--- config.mk ---
export PLATFORM = sky130hd
export DESIGN_NAME = sst_stepper_status_command_decode
export DESIGN_NICKNAME = d
export VERILOG_FILES = /design/src/rtl/sst_pkg.sv /design/src/rtl/sst_sync2.sv /design/src/rtl/sst_stepper_status_command_decode.sv
export SDC_FILE = /design/constraint.sdc
export NUM_CORES = 1
export LEC_CHECK = 0
export BUFFER_PORTS_ARGS = -buffer_cell sky130_fd_sc_hd__buf_2
export CORE_MARGIN = 2
export CORE_UTILIZATION = 40
export DETAILED_ROUTE_END_ITERATION = 10
export PLACE_DENSITY = 0.61
export REMOVE_ABC_BUFFERS = 1
export SLEW_MARGIN = 15
export SYNTH_ARGS = -nofsm -noshare
export SYNTH_HDL_FRONTEND = slang
export SYNTH_HIERARCHICAL = 1
export SYNTH_SLANG_ARGS = --single-unit
--- constraint.sdc ---
create_clock -name i_ref_clk -period 2.19 [get_ports i_ref_clk]
set_input_delay 0.219 -clock i_ref_clk [delete_from_list [all_inputs] [get_ports i_ref_clk]]
set_output_delay 0.219 -clock i_ref_clk [all_outputs]
set_load 0.02 [all_outputs]
--- src/rtl/sst_pkg.sv ---
// Constants, field layouts, opcodes and carrier types of the stepper status and command block
// Functional notes
// - Any enabled active alarm condition pulls the alarm pin low.
// - Mask bits: 0 overcurrent, 1 heat stop, 2 heat warning, 3 undervoltage, 6 command.
// - Pin mode 0, codes 0-3: internal 16 MHz; mode 1 outputs 2/4/8/16 MHz.
// - Pin mode 0, codes 4-7: crystal across both pins, 8/16/24/32 MHz.
// - Pin mode 1, codes 4-7: crystal driver off, input clock, output inverted.
// - Contact stop select 0 halts at once on closure; 1 leaves contact to user.
// - Overcurrent shutdown enable chooses bridge turn-off; overcurrent flag goes low regardless.
// - Edge rate code 00/01/10/11 gives 320/75/110/270 volts per microsecond.
// - Torque source 0 uses internal setpoints, 1 uses the analog input conversion.
// - Chop period code 0,1 gives 4 us, then 4 us per code step.
// - Setup write while running and any flag word write are ignored, refused flag set.
// - Floating flag shows high impedance; motion and halts leave it unless errors force it; the pulse mode command does not leave it.
// - Low supply flag low on undervoltage or reset; heat, overcurrent low; command flags high.
// - Contact level is high when closed; contact event on input falling edge.
// - Fault, command and contact event flags stay latched until the flag read command.
// - Busy bit equals busy pin; low while motion commands execute, high after.
// - External pulse flag in step-clock mode; direction 1 forward; phase encodings.
// - Opcodes 000a_aaaa write, 001a_aaaa read a setting; zero byte is no operation.
// - Motion opcode patterns for rate, pulse mode, steps, seeks, origin and marker.
// - Contact seek ramps to halt on closure; back-off at min speed halts on opening.
// - Halt, float, position clear, reinit and flag read opcodes; two reserved codes.
// - Bytes matching no opcode are ignored and set the unknown command flag.
package sst_pkg;

  // Setting addresses of the three registers held here
  localparam logic [4:0] SST_ADDR_ALARM = 5'h17;
  localparam logic [4:0] SST_ADDR_SETUP = 5'h18;
  localparam logic [4:0] SST_ADDR_FLAGS = 5'h19;
  localparam logic [4:0] SST_ADDR_MIN   = 5'h01;
  localparam logic [4:0] SST_ADDR_MAX   = 5'h1b;

  // Reset values
  localparam logic [7:0]  SST_ALARM_RST = 8'hff;
  localparam logic [15:0] SST_SETUP_RST = 16'h0000;

  // Alarm mask layout
  localparam int SST_AL_OC  = 0;
  localparam int SST_AL_HSD = 1;
  localparam int SST_AL_HWR = 2;
  localparam int SST_AL_UV  = 3;
  localparam int SST_AL_CMD = 6;
  localparam logic [7:0] SST_AL_USED = 8'h4f;

  // Setup word layout
  localparam int SST_SU_CLK_LSB   = 0;
  localparam int SST_SU_CLK_MSB   = 2;
  localparam int SST_SU_PIN_MODE  = 3;
  localparam int SST_SU_CSTOP     = 4;
  localparam int SST_SU_TORQUE    = 5;
  localparam int SST_SU_OVERCURRENT_SHUTDOWN_EN     = 7;
  localparam int SST_SU_EDGE_LSB  = 8;
  localparam int SST_SU_EDGE_MSB  = 9;
  localparam int SST_SU_CHOP_LSB  = 10;
  localparam int SST_SU_CHOP_MSB  = 14;
  localparam int SST_SU_PRED      = 15;

  // Flag word layout
  localparam int SST_FW_HIZ   = 0;
  localparam int SST_FW_BUSY  = 1;
  localparam int SST_FW_CLVL  = 2;
  localparam int SST_FW_CEVT  = 3;
  localparam int SST_FW_DIR   = 4;
  localparam int SST_FW_PH_LSB = 5;
  localparam int SST_FW_PH_MSB = 6;
  localparam int SST_FW_REF   = 7;
  localparam int SST_FW_UNK   = 8;
  localparam int SST_FW_UV_N  = 9;
  localparam int SST_FW_HWR_N = 10;
  localparam int SST_FW_HSD_N = 11;
  localparam int SST_FW_OC_N  = 12;
  localparam int SST_FW_EXTP  = 15;

  // Opcodes and the masks that strip their argument bits
  localparam logic [7:0] SST_MASK_ALL = 8'hff;
  localparam logic [7:0] SST_MASK_D   = 8'hfe;
  localparam logic [7:0] SST_MASK_AD  = 8'hf6;
  localparam logic [2:0] SST_OP_SET   = 3'h0;
  localparam logic [2:0] SST_OP_GET   = 3'h1;
  localparam logic [7:0] SST_OP_NOP   = 8'h00;
  localparam logic [7:0] SST_OP_RATE  = 8'h50;
  localparam logic [7:0] SST_OP_EXTP  = 8'h58;
  localparam logic [7:0] SST_OP_STEP  = 8'h40;
  localparam logic [7:0] SST_OP_SEEK  = 8'h60;
  localparam logic [7:0] SST_OP_SEEKD = 8'h68;
  localparam logic [7:0] SST_OP_HOME  = 8'h70;
  localparam logic [7:0] SST_OP_MARK  = 8'h78;
  localparam logic [7:0] SST_OP_SCON  = 8'h82;
  localparam logic [7:0] SST_OP_BACK  = 8'h92;
  localparam logic [7:0] SST_OP_RHALT = 8'hb0;
  localparam logic [7:0] SST_OP_IHALT = 8'hb8;
  localparam logic [7:0] SST_OP_FRAMP = 8'ha0;
  localparam logic [7:0] SST_OP_FNOW  = 8'ha8;
  localparam logic [7:0] SST_OP_PCLR  = 8'hd8;
  localparam logic [7:0] SST_OP_INIT  = 8'hc0;
  localparam logic [7:0] SST_OP_FREAD = 8'hd0;
  localparam logic [7:0] SST_OP_RSV0  = 8'heb;
  localparam logic [7:0] SST_OP_RSV1  = 8'hf8;
  localparam int SST_OP_ACT = 3;

  // Output slew rates in volts per microsecond
  localparam logic [8:0] SST_SLEW_0 = 9'h140;
  localparam logic [8:0] SST_SLEW_1 = 9'h04b;
  localparam logic [8:0] SST_SLEW_2 = 9'h06e;
  localparam logic [8:0] SST_SLEW_3 = 9'h10e;

  // Chop period in microseconds
  localparam logic [6:0] SST_CHOP_STEP_US = 7'h04;
  localparam logic [4:0] SST_CHOP_MIN_CODE = 5'h02;

  // Pin synchroniser lanes
  localparam int SST_SYNC_W = 8;

  typedef struct packed {
    logic rate;
    logic ext_pulse;
    logic rel_step;
    logic seek;
    logic seek_dir;
    logic origin;
    logic marker;
    logic seek_contact;
    logic back_off;
    logic ramp_halt;
    logic imm_halt;
    logic float_ramp;
    logic float_now;
    logic pos_clear;
    logic reinit;
    logic action;
    logic dir;
  } sst_motion_t;

  typedef struct packed {
    logic       int_osc;
    logic       xtal_drive;
    logic       ext_in;
    logic       out_en;
    logic [1:0] out_sel;
    logic [1:0] freq_sel;
  } sst_clock_t;

endpackage

--- src/rtl/sst_sync2.sv ---
// Two-stage synchroniser for asynchronous pin levels
`timescale 1ns/1ps
`default_nettype none
module sst_sync2 #(
  parameter int WIDTH = 1
) (
  input  wire logic             i_ref_clk,
  input  wire logic             i_rst_n,
  input  wire logic [WIDTH-1:0] i_async,
  output logic      [WIDTH-1:0] o_sync
);
  logic [WIDTH-1:0] meta_r;
  logic [WIDTH-1:0] meta_nxt;
  logic [WIDTH-1:0] sync_r;
  logic [WIDTH-1:0] sync_nxt;

  always_comb begin
    meta_nxt = i_async;
    sync_nxt = meta_r;
  end

  always_ff @(posedge i_ref_clk) begin
    if (!i_rst_n) begin
      meta_r <= '0;
      sync_r <= '0;
    end else begin
      meta_r <= meta_nxt;
      sync_r <= sync_nxt;
    end
  end

  assign o_sync = sync_r;
endmodule
`default_nettype wire

--- src/rtl/sst_stepper_status_command_decode.sv ---
// Command decoder, setup, alarm mask and latched flag word of the stepper driver
`timescale 1ns/1ps
`default_nettype none
module sst_stepper_status_command_decode (
  input  wire logic               i_ref_clk,
  input  wire logic               i_rst_n,
  input  wire logic               i_cmd_valid,
  input  wire logic [7:0]         i_cmd_byte,
  input  wire logic               i_set_wr,
  input  wire logic [4:0]         i_set_addr,
  input  wire logic [15:0]        i_set_data,
  input  wire logic               i_motor_running,
  input  wire logic [1:0]         i_motion_phase,
  input  wire logic               i_overcurrent,
  input  wire logic               i_heat_shutdown,
  input  wire logic               i_heat_warning,
  input  wire logic               i_undervoltage,
  input  wire logic               i_limit_contact_input,
  input  wire logic               i_busy_pin,
  input  wire logic               i_external_pulse_input,
  input  wire logic               i_clock_in_pin,
  output sst_pkg::sst_motion_t    o_motion_req,
  output logic                    o_read_valid,
  output logic [15:0]             o_read_data,
  output logic [15:0]             o_flag_word,
  output logic                    o_alarm_pin_o,
  output logic                    o_alarm_pin_oe,
  output sst_pkg::sst_clock_t     o_clock_cfg,
  output logic                    o_clock_out_pin,
  output logic [8:0]              o_edge_rate_vus,
  output logic [6:0]              o_chop_period_us,
  output logic                    o_torque_from_adc,
  output logic                    o_predictive_en,
  output logic                    o_bridges_off,
  output logic                    o_step_pulse
);

  function automatic logic op_is(input logic [7:0] op, input logic [7:0] code,
                                 input logic [7:0] mask);
    op_is = ((op & mask) == code);
  endfunction

  // Pin inputs through the synchroniser
  logic [sst_pkg::SST_SYNC_W-1:0] pins_async;
  logic [sst_pkg::SST_SYNC_W-1:0] pins_sync;
  logic s_oc;
  logic s_hsd;
  logic s_hwr;
  logic s_uv;
  logic s_contact;
  logic s_busy;
  logic s_pulse;
  logic s_clkin;

  assign pins_async = {i_clock_in_pin, i_external_pulse_input, i_busy_pin,
                       i_limit_contact_input, i_undervoltage, i_heat_warning,
                       i_heat_shutdown, i_overcurrent};
  assign {s_clkin, s_pulse, s_busy, s_contact, s_uv, s_hwr, s_hsd, s_oc} = pins_sync;

  sst_sync2 #(
    .WIDTH (sst_pkg::SST_SYNC_W)
  ) u_sync (
    .i_ref_clk (i_ref_clk),
    .i_rst_n   (i_rst_n),
    .i_async   (pins_async),
    .o_sync    (pins_sync)
  );

  // State
  logic [7:0]  alarm_mask_r;
  logic [7:0]  alarm_mask_nxt;
  logic [15:0] setup_r;
  logic [15:0] setup_nxt;
  logic        lat_oc_r, lat_hsd_r, lat_hwr_r, lat_uv_r;
  logic        lat_oc_nxt, lat_hsd_nxt, lat_hwr_nxt, lat_uv_nxt;
  logic        lat_ref_r, lat_unk_r, lat_evt_r;
  logic        lat_ref_nxt, lat_unk_nxt, lat_evt_nxt;
  logic        floating_r, floating_nxt;
  logic        extp_r, extp_nxt;
  logic        dir_r, dir_nxt;
  logic        contact_prev_r, contact_prev_nxt;
  logic        pulse_prev_r, pulse_prev_nxt;
  sst_pkg::sst_motion_t motion_r, motion_nxt;
  logic        rd_valid_r, rd_valid_nxt;
  logic [15:0] rd_data_r, rd_data_nxt;
  logic [15:0] flags_r, flags_nxt;
  logic        alarm_oe_r, alarm_oe_nxt;
  logic        alarm_o_r;
  sst_pkg::sst_clock_t clk_r, clk_nxt;
  logic        clk_out_r, clk_out_nxt;
  logic [8:0]  slew_r, slew_nxt;
  logic [6:0]  chop_r, chop_nxt;
  logic        torque_r, torque_nxt;
  logic        pred_r, pred_nxt;
  logic        step_r, step_nxt;

  // Decode and next-state scratch
  logic [7:0]  op;
  logic [4:0]  op_addr;
  logic        addr_ok;
  logic        is_set, is_get, is_known, moving_cmd, leave_extp, dir_cmd;
  logic        contact_edge, err_force, flag_read;
  logic        set_ref, set_unk;
  logic [15:0] flag_word;
  logic [7:0]  alarm_cond;
  logic [2:0]  clk_choice;
  logic        pin_mode;

  always_comb begin
    op         = i_cmd_byte;
    op_addr    = i_cmd_byte[4:0];
    addr_ok    = (op_addr >= sst_pkg::SST_ADDR_MIN) && (op_addr <= sst_pkg::SST_ADDR_MAX);
    motion_nxt = '0;
    set_ref    = 1'b0;
    set_unk    = 1'b0;
    flag_read  = 1'b0;
    rd_valid_nxt = 1'b0;
    rd_data_nxt  = rd_data_r;
    alarm_mask_nxt = alarm_mask_r;
    setup_nxt      = setup_r;
    dir_nxt        = dir_r;
    extp_nxt       = extp_r;
    is_set = (op[7:5] == sst_pkg::SST_OP_SET) && (op != sst_pkg::SST_OP_NOP);
    is_get = (op[7:5] == sst_pkg::SST_OP_GET);
    motion_nxt.rate      = op_is(op, sst_pkg::SST_OP_RATE, sst_pkg::SST_MASK_D);
    motion_nxt.ext_pulse = op_is(op, sst_pkg::SST_OP_EXTP, sst_pkg::SST_MASK_D);
    motion_nxt.rel_step  = op_is(op, sst_pkg::SST_OP_STEP, sst_pkg::SST_MASK_D);
    motion_nxt.seek      = op_is(op, sst_pkg::SST_OP_SEEK, sst_pkg::SST_MASK_ALL);
    motion_nxt.seek_dir  = op_is(op, sst_pkg::SST_OP_SEEKD, sst_pkg::SST_MASK_D);
    motion_nxt.origin    = op_is(op, sst_pkg::SST_OP_HOME, sst_pkg::SST_MASK_ALL);
    motion_nxt.marker    = op_is(op, sst_pkg::SST_OP_MARK, sst_pkg::SST_MASK_ALL);
    motion_nxt.seek_contact = op_is(op, sst_pkg::SST_OP_SCON, sst_pkg::SST_MASK_AD);
    motion_nxt.back_off  = op_is(op, sst_pkg::SST_OP_BACK, sst_pkg::SST_MASK_AD);
    motion_nxt.ramp_halt = op_is(op, sst_pkg::SST_OP_RHALT, sst_pkg::SST_MASK_ALL);
    motion_nxt.imm_halt  = op_is(op, sst_pkg::SST_OP_IHALT, sst_pkg::SST_MASK_ALL);
    motion_nxt.float_ramp = op_is(op, sst_pkg::SST_OP_FRAMP, sst_pkg::SST_MASK_ALL);
    motion_nxt.float_now = op_is(op, sst_pkg::SST_OP_FNOW, sst_pkg::SST_MASK_ALL);
    motion_nxt.pos_clear = op_is(op, sst_pkg::SST_OP_PCLR, sst_pkg::SST_MASK_ALL);
    motion_nxt.reinit    = op_is(op, sst_pkg::SST_OP_INIT, sst_pkg::SST_MASK_ALL);
    motion_nxt.action    = op[sst_pkg::SST_OP_ACT];
    motion_nxt.dir       = op[0];
    is_known = (|motion_nxt[16:2]) || is_get
               || (op == sst_pkg::SST_OP_NOP) || (op == sst_pkg::SST_OP_FREAD)
               || (op == sst_pkg::SST_OP_RSV0) || (op == sst_pkg::SST_OP_RSV1);
    // Pulse mode and relative steps only while stopped
    if (i_motor_running && (motion_nxt.ext_pulse || motion_nxt.rel_step)) begin
      set_ref = i_cmd_valid;
      motion_nxt.ext_pulse = 1'b0;
      motion_nxt.rel_step  = 1'b0;
    end
    if (!i_cmd_valid) begin
      motion_nxt = '0;
    end else if (is_set || is_get) begin
      set_unk = !addr_ok;
      if (is_get && (op_addr == sst_pkg::SST_ADDR_ALARM)) begin
        rd_valid_nxt = 1'b1;
        rd_data_nxt  = {8'h00, alarm_mask_r};
      end else if (is_get && (op_addr == sst_pkg::SST_ADDR_SETUP)) begin
        rd_valid_nxt = 1'b1;
        rd_data_nxt  = setup_r;
      end else if (is_get && (op_addr == sst_pkg::SST_ADDR_FLAGS)) begin
        rd_valid_nxt = 1'b1;
        rd_data_nxt  = flags_r;
      end
    end else if (op == sst_pkg::SST_OP_FREAD) begin
      flag_read    = 1'b1;
      rd_valid_nxt = 1'b1;
      rd_data_nxt  = flags_r;
    end else if (!is_known) begin
      set_unk = 1'b1;
    end
    moving_cmd = motion_nxt.rate || motion_nxt.rel_step || motion_nxt.seek
                 || motion_nxt.seek_dir || motion_nxt.origin || motion_nxt.marker
                 || motion_nxt.seek_contact || motion_nxt.back_off
                 || motion_nxt.ramp_halt || motion_nxt.imm_halt;
    leave_extp = moving_cmd && !motion_nxt.ramp_halt && !motion_nxt.imm_halt;
    dir_cmd = motion_nxt.rate || motion_nxt.ext_pulse || motion_nxt.rel_step
              || motion_nxt.seek_dir || motion_nxt.seek_contact || motion_nxt.back_off;
    if (dir_cmd) begin
      dir_nxt = motion_nxt.dir;
    end
    if (motion_nxt.ext_pulse) begin
      extp_nxt = 1'b1;
    end else if (leave_extp) begin
      extp_nxt = 1'b0;
    end
    // Setting writes land at the end of their argument bytes
    if (i_set_wr) begin
      if (i_set_addr == sst_pkg::SST_ADDR_ALARM) begin
        alarm_mask_nxt = i_set_data[7:0];
      end else if (i_set_addr == sst_pkg::SST_ADDR_SETUP) begin
        if (i_motor_running) begin
          set_ref = 1'b1;
        end else begin
          setup_nxt = i_set_data;
        end
      end else if (i_set_addr == sst_pkg::SST_ADDR_FLAGS) begin
        set_ref = 1'b1;
      end
    end
    // Contact closure is the falling edge of the input
    contact_prev_nxt = s_contact;
    contact_edge = contact_prev_r && !s_contact;
    if (contact_edge && !setup_r[sst_pkg::SST_SU_CSTOP]) begin
      motion_nxt.imm_halt = 1'b1;
    end
    if (motion_nxt.reinit) begin
      alarm_mask_nxt = sst_pkg::SST_ALARM_RST;
      setup_nxt      = sst_pkg::SST_SETUP_RST;
      extp_nxt       = 1'b0;
    end
    // Latched flags: a new event in the clearing cycle wins
    lat_oc_nxt  = (lat_oc_r  && !flag_read) || s_oc;
    lat_hsd_nxt = (lat_hsd_r && !flag_read) || s_hsd;
    lat_hwr_nxt = (lat_hwr_r && !flag_read) || s_hwr;
    lat_uv_nxt  = (lat_uv_r  && !flag_read) || s_uv || motion_nxt.reinit;
    lat_ref_nxt = (lat_ref_r && !flag_read) || set_ref;
    lat_unk_nxt = (lat_unk_r && !flag_read) || set_unk;
    lat_evt_nxt = (lat_evt_r && !flag_read) || contact_edge;
    // Faults that hold the bridges floating
    err_force = (s_oc && setup_r[sst_pkg::SST_SU_OVERCURRENT_SHUTDOWN_EN]) || s_hsd || s_uv;
    if (motion_nxt.reinit || err_force || motion_nxt.float_ramp || motion_nxt.float_now) begin
      floating_nxt = 1'b1;
    end else if (moving_cmd) begin
      floating_nxt = 1'b0;
    end else begin
      floating_nxt = floating_r;
    end
    flag_word = '0;
    flag_word[sst_pkg::SST_FW_HIZ]   = floating_nxt;
    flag_word[sst_pkg::SST_FW_BUSY]  = s_busy;
    flag_word[sst_pkg::SST_FW_CLVL]  = !s_contact;
    flag_word[sst_pkg::SST_FW_CEVT]  = lat_evt_nxt;
    flag_word[sst_pkg::SST_FW_DIR]   = dir_nxt;
    flag_word[sst_pkg::SST_FW_PH_MSB:sst_pkg::SST_FW_PH_LSB] = i_motion_phase;
    flag_word[sst_pkg::SST_FW_REF]   = lat_ref_nxt;
    flag_word[sst_pkg::SST_FW_UNK]   = lat_unk_nxt;
    flag_word[sst_pkg::SST_FW_UV_N]  = !lat_uv_nxt;
    flag_word[sst_pkg::SST_FW_HWR_N] = !lat_hwr_nxt;
    flag_word[sst_pkg::SST_FW_HSD_N] = !lat_hsd_nxt;
    flag_word[sst_pkg::SST_FW_OC_N]  = !lat_oc_nxt;
    flag_word[sst_pkg::SST_FW_EXTP]  = extp_nxt;
    flags_nxt = flag_word;
    // Alarm pin
    alarm_cond = '0;
    alarm_cond[sst_pkg::SST_AL_OC]  = lat_oc_nxt;
    alarm_cond[sst_pkg::SST_AL_HSD] = lat_hsd_nxt;
    alarm_cond[sst_pkg::SST_AL_HWR] = lat_hwr_nxt;
    alarm_cond[sst_pkg::SST_AL_UV]  = lat_uv_nxt;
    alarm_cond[sst_pkg::SST_AL_CMD] = lat_ref_nxt || lat_unk_nxt;
    alarm_oe_nxt = |(alarm_cond & alarm_mask_nxt & sst_pkg::SST_AL_USED);
    // Clock source decode
    clk_choice = setup_r[sst_pkg::SST_SU_CLK_MSB:sst_pkg::SST_SU_CLK_LSB];
    pin_mode   = setup_r[sst_pkg::SST_SU_PIN_MODE];
    clk_nxt.int_osc    = !clk_choice[2];
    clk_nxt.xtal_drive = clk_choice[2] && !pin_mode;
    clk_nxt.ext_in     = clk_choice[2] && pin_mode;
    clk_nxt.out_en     = pin_mode;
    clk_nxt.out_sel    = clk_choice[1:0];
    clk_nxt.freq_sel   = clk_choice[1:0];
    clk_out_nxt = clk_nxt.ext_in && !s_clkin;
    case (setup_r[sst_pkg::SST_SU_EDGE_MSB:sst_pkg::SST_SU_EDGE_LSB])
      2'h0: slew_nxt = sst_pkg::SST_SLEW_0;
      2'h1: slew_nxt = sst_pkg::SST_SLEW_1;
      2'h2: slew_nxt = sst_pkg::SST_SLEW_2;
      2'h3: slew_nxt = sst_pkg::SST_SLEW_3;
      default: slew_nxt = sst_pkg::SST_SLEW_0;
    endcase
    if (setup_r[sst_pkg::SST_SU_CHOP_MSB:sst_pkg::SST_SU_CHOP_LSB] < sst_pkg::SST_CHOP_MIN_CODE) begin
      chop_nxt = sst_pkg::SST_CHOP_STEP_US;
    end else begin
      chop_nxt = 7'(7'(setup_r[sst_pkg::SST_SU_CHOP_MSB:sst_pkg::SST_SU_CHOP_LSB])
                    * sst_pkg::SST_CHOP_STEP_US);
    end
    torque_nxt = setup_r[sst_pkg::SST_SU_TORQUE];
    pred_nxt   = setup_r[sst_pkg::SST_SU_PRED];
    // Step pulses from the external input in pulse mode only
    pulse_prev_nxt = s_pulse;
    step_nxt = extp_r && s_pulse && !pulse_prev_r;
  end

  always_ff @(posedge i_ref_clk) begin
    if (!i_rst_n) begin
      alarm_mask_r   <= sst_pkg::SST_ALARM_RST;
      setup_r        <= sst_pkg::SST_SETUP_RST;
      lat_oc_r       <= 1'b0;
      lat_hsd_r      <= 1'b0;
      lat_hwr_r      <= 1'b0;
      lat_uv_r       <= 1'b1;
      lat_ref_r      <= 1'b0;
      lat_unk_r      <= 1'b0;
      lat_evt_r      <= 1'b0;
      floating_r     <= 1'b1;
      extp_r         <= 1'b0;
      dir_r          <= 1'b1;
      contact_prev_r <= 1'b0;
      pulse_prev_r   <= 1'b0;
      motion_r       <= '0;
      rd_valid_r     <= 1'b0;
      rd_data_r      <= '0;
      flags_r        <= '0;
      alarm_oe_r     <= 1'b0;
      alarm_o_r      <= 1'b0;
      clk_r          <= '0;
      clk_out_r      <= 1'b0;
      slew_r         <= sst_pkg::SST_SLEW_0;
      chop_r         <= sst_pkg::SST_CHOP_STEP_US;
      torque_r       <= 1'b0;
      pred_r         <= 1'b0;
      step_r         <= 1'b0;
    end else begin
      alarm_mask_r   <= alarm_mask_nxt;
      setup_r        <= setup_nxt;
      lat_oc_r       <= lat_oc_nxt;
      lat_hsd_r      <= lat_hsd_nxt;
      lat_hwr_r      <= lat_hwr_nxt;
      lat_uv_r       <= lat_uv_nxt;
      lat_ref_r      <= lat_ref_nxt;
      lat_unk_r      <= lat_unk_nxt;
      lat_evt_r      <= lat_evt_nxt;
      floating_r     <= floating_nxt;
      extp_r         <= extp_nxt;
      dir_r          <= dir_nxt;
      contact_prev_r <= contact_prev_nxt;
      pulse_prev_r   <= pulse_prev_nxt;
      motion_r       <= motion_nxt;
      rd_valid_r     <= rd_valid_nxt;
      rd_data_r      <= rd_data_nxt;
      flags_r        <= flags_nxt;
      alarm_oe_r     <= alarm_oe_nxt;
      alarm_o_r      <= 1'b0;
      clk_r          <= clk_nxt;
      clk_out_r      <= clk_out_nxt;
      slew_r         <= slew_nxt;
      chop_r         <= chop_nxt;
      torque_r       <= torque_nxt;
      pred_r         <= pred_nxt;
      step_r         <= step_nxt;
    end
  end

  assign o_motion_req      = motion_r;
  assign o_read_valid      = rd_valid_r;
  assign o_read_data       = rd_data_r;
  assign o_flag_word       = flags_r;
  assign o_alarm_pin_o     = alarm_o_r;
  assign o_alarm_pin_oe    = alarm_oe_r;
  assign o_clock_cfg       = clk_r;
  assign o_clock_out_pin   = clk_out_r;
  assign o_edge_rate_vus   = slew_r;
  assign o_chop_period_us  = chop_r;
  assign o_torque_from_adc = torque_r;
  assign o_predictive_en   = pred_r;
  assign o_bridges_off     = floating_r;
  assign o_step_pulse      = step_r;
endmodule
`default_nettype wire

==> flow_summary_export.csv <==
group,metric,value,unit
cells_and_area,num-nets-final,656,
logic_synthesis,syn_area_per_cell,9.55,um^2
power,power_density,898,nW/um^2
route,first_pass_iters,5,
logic_synthesis,synth_cell_type_count,60,
place,hpwl,8.95,mm
route,wl_per_cell,16.0,um
timing,setup_viol,0,
cells_and_area,diodes,0,
global_routing,grt_pass1_wl,19.7,mm
cells_and_area,fill_cells,1043,
run,max_cap_violations,0,
global_routing,grt_pass1_vias,3841,
power,clockPowerShare,52.3,%
logic_synthesis,ys_seq_elements,118,
cells_and_area,regArea,2360,um^2
timing,finalSetupTns,0,ns
route,vias,3772,
clock_tree,clockBufferDepth,2,
setup_path,critPathRequiredTime,2.49,ns
timing,worstMarginPinSlew,0.699,ns
logic_synthesis,synth-edff-count,0,
power,pwr-share-seq,41.7,%
global_routing,gr-total-overflow,0,
floorplan,fp.dieArea,12200,um^2
power,netSwitchingPower,1.24,mW
timing,clock.fmax,0.588,GHz
power,power.share.combinational,6.0,%
timing,hold_viol_final,0,
route,ant_nets,0,
clock_tree,clkLatencyLatePin,0.41,ns
floorplan,start_util,41.4,%
clock_tree,clock-root-buffer,"clkbuf_16",
clock_tree,cts.sinks,118,
global_routing,antenna_found_initial,0,
floorplan,die_h,111,um
cells_and_area,final_util,53.7,%
min_path,hp-class,"input pin to register",
cells_and_area,drive_above_1_share,31.9,%
route,routed_wirelength,12.2,mm
timing,hold_slack,0.0188,ns
clock_tree,cts_tree,"built",
clock_tree,clkSlewWorstSetupHoldPaths,0.06,ns
timing,period_needed,1.70,ns
power,power.internal,4.06,mW
setup_path,end_kind,"register",
timing,period_share,77.6,%
timing,finalMaxSlewViolations,0,
route,drtIter0Drc,262,
setup_path,path_max_fanout,9,
setup_path,path_class,"input pin to register",
cells_and_area,layout_commonest_cell,"dfxtp_1",
clock_tree,cts_made_buffers,17,
run_status,run_status,"completed",
clock_tree,htreeDepth,4,
route,drc_errors,0,
setup_path,cp-start-kind,"input pin",
logic_synthesis,ys.flop_type,"dfxtp_1",
setup_path,crit_arrival,2.00,ns
route,vias_per_cell,4.96,
logic_synthesis,synthTopCellsByArea,"dfxtp_1 52%, nand2_1 6.0%, a21oi_1 3.5%",
floorplan,dieWidth,111,um
cells_and_area,multi_input_area,1890,um^2
cells_and_area,area_growth_syn_to_layout,29.7,%
clock_tree,cts_resized,0,
logic_synthesis,synthCells,476,
global_routing,grt_start_max_net_pins,18,
cells_and_area,layout_common_cells,"118 x dfxtp_1, 117 x buf_2, 73 x nand2_1",
logic_synthesis,async_reset_ff_share,0,%
global_routing,grtUsageTotal,20.4,%
logic_synthesis,yosysSeqAreaShare,52.0,%
logic_synthesis,syn-cell-area,4540,um^2
timing,fin_skew,0.00844,ns
floorplan,core_area,11000,um^2
setup_path,startpoint,"i_cmd_byte[1]",
place,port_buffers,117,
power,cellLeakagePower,2.49,nW
floorplan,num_rows,38,
place,finalWeightedCongestion,0.830,
power,swShare,23.3,%
min_path,holdCritStartpoint,"i_undervoltage",
power,ir_worst_vdd,0.422,mV
logic_synthesis,synth_warnings,6,
logic_synthesis,synth_top_cell_by_area,"dfxtp_1",
logic_synthesis,synth_top_area_share,52.0,%
floorplan,pin_count,125,
timing,grt_setup_unrepaired,"false",
timing,slew_headroom,53.3,%
setup_path,timing.rr.start,"alarm_mask_r[2]",
==> critical path, cell delays in order <==
cell and delay (ns):
buf_2 0.16, nor4_4 0.41, nand4_4 0.22, a21oi_2 0.23, nor2_1 0.06, or4_1 0.50, o21a_1 0.19
==> power groups by stage <==
stage	logic [mW]	registers, mW	clock network [mW]
after floorplan	0.119	2.28	0
after global placement	0.315	2.26	0
after detailed placement	0.314	2.26	0
after CTS	0.318	2.21	2.82
after global routing	0.348	2.21	2.93
final	0.318	2.21	2.77
==> per-layer routing <==
| metal | vias to the layer above | track usage [%] | share of wire (%) |
|---|---|---|---|
| li1 | 1880 | - | - |
| met1 | 1765 | 26.7 | 46 |
| met2 | 121 | 32.2 | 47 |
| met3 | 6 | 4.23 | 6.1 |
| met4 | 0 | 9.58 | 0.95 |
| met5 | - | 0 | 0 |
==> sequential cells by signal, indices dropped and copies added (netlist names), 5 cells and up <==
signal and cells:
setup_r 16, o_read_data 16, o_chop_period_us 5, o_flag_word 13, alarm_mask_r 8, o_clock_cfg 6
u_sync/o_sync 8, o_motion_req 17, u_sync/meta_r 8, o_edge_rate_vus 6
==> cell type report <==
type,count,share of cell area [%]
Inverter,9,0.573
Sequential cell,118,40.1
Clock inverter,13,2.53
Timing Repair Buffer,146,14.1
Multi-Input combinational cell,316,32.0
Clock buffer,19,7.69
Tap cell,140,2.97
==> through the flow <==
| step | cells | setup WS (ns) | cell area (um^2) | power [mW] |
|---|---|---|---|---|
| finish | 761 | 0.490 | 5890 | 5.29 |
| floorplan | 443 | -0.208 | 4270 | 2.39 |
| global route | 761 | 0.371 | 5890 | 5.49 |
| detailed placement | 727 | 0.0623 | 5270 | 2.57 |
| CTS | 761 | 0.500 | 5890 | 5.34 |
| global placement | 727 | 0.121 | 5270 | 2.57 |
==> cell families (layout without fill, tap and decap cells) <==
family,Yosys count,after routing,share of synthesized area [%]
compound gates,76,76,11.1
xor+xnor,1,1,0.193
fa+ha+maj,4,4,1.10
buf+inv,48,187,7.32
flops,118,118,52.0
mux,16,16,3.52
other cells,1,7,0.0825
simple gates,212,212,24.7
==> final timing paths <==
path,to,slack (ns),cells past startpoint
worst min-delay path,u_sync/meta_r[3],0.02,2
worst min register to register,o_clock_out_pin,0.39,1
worst max-delay path,o_alarm_pin_oe,0.49,7
worst max register to register,o_alarm_pin_oe,0.82,4
==> Yosys cell counts (2+ instances only) <==
cell type	count
clkbuf_1	7
and3_1	3
nand2b_1	4
mux2i_1	16
o21a_1	3
nor2_1	41
nor4_1	3
nand3_1	10
o22ai_1	3
a311oi_1	7
nand2_1	73
nor2b_1	4
dfxtp_1	118
nand4b_1	3
a22oi_1	7
nand4_1	2
o21ai_0	2
buf_6	10
nor4_4	2
o21ai_1	2
buf_4	17
nor4b_1	2
o31ai_1	2
buf_2	2
a31oi_1	3
inv_1	9
and2_2	12
or3_1	11
nor3_1	6
and2_1	24
a21oi_1	32
ha_1	4
or4_1	3
a211o_1	2
and3b_1	2
==> timing repair <==
item	4_1_cts	5_1_grt
hold buffers	2	0
endpoints found under the hold margin	2	0
setup buffers	0	0
Note: power is estimated with default switching activity, not from simulation.
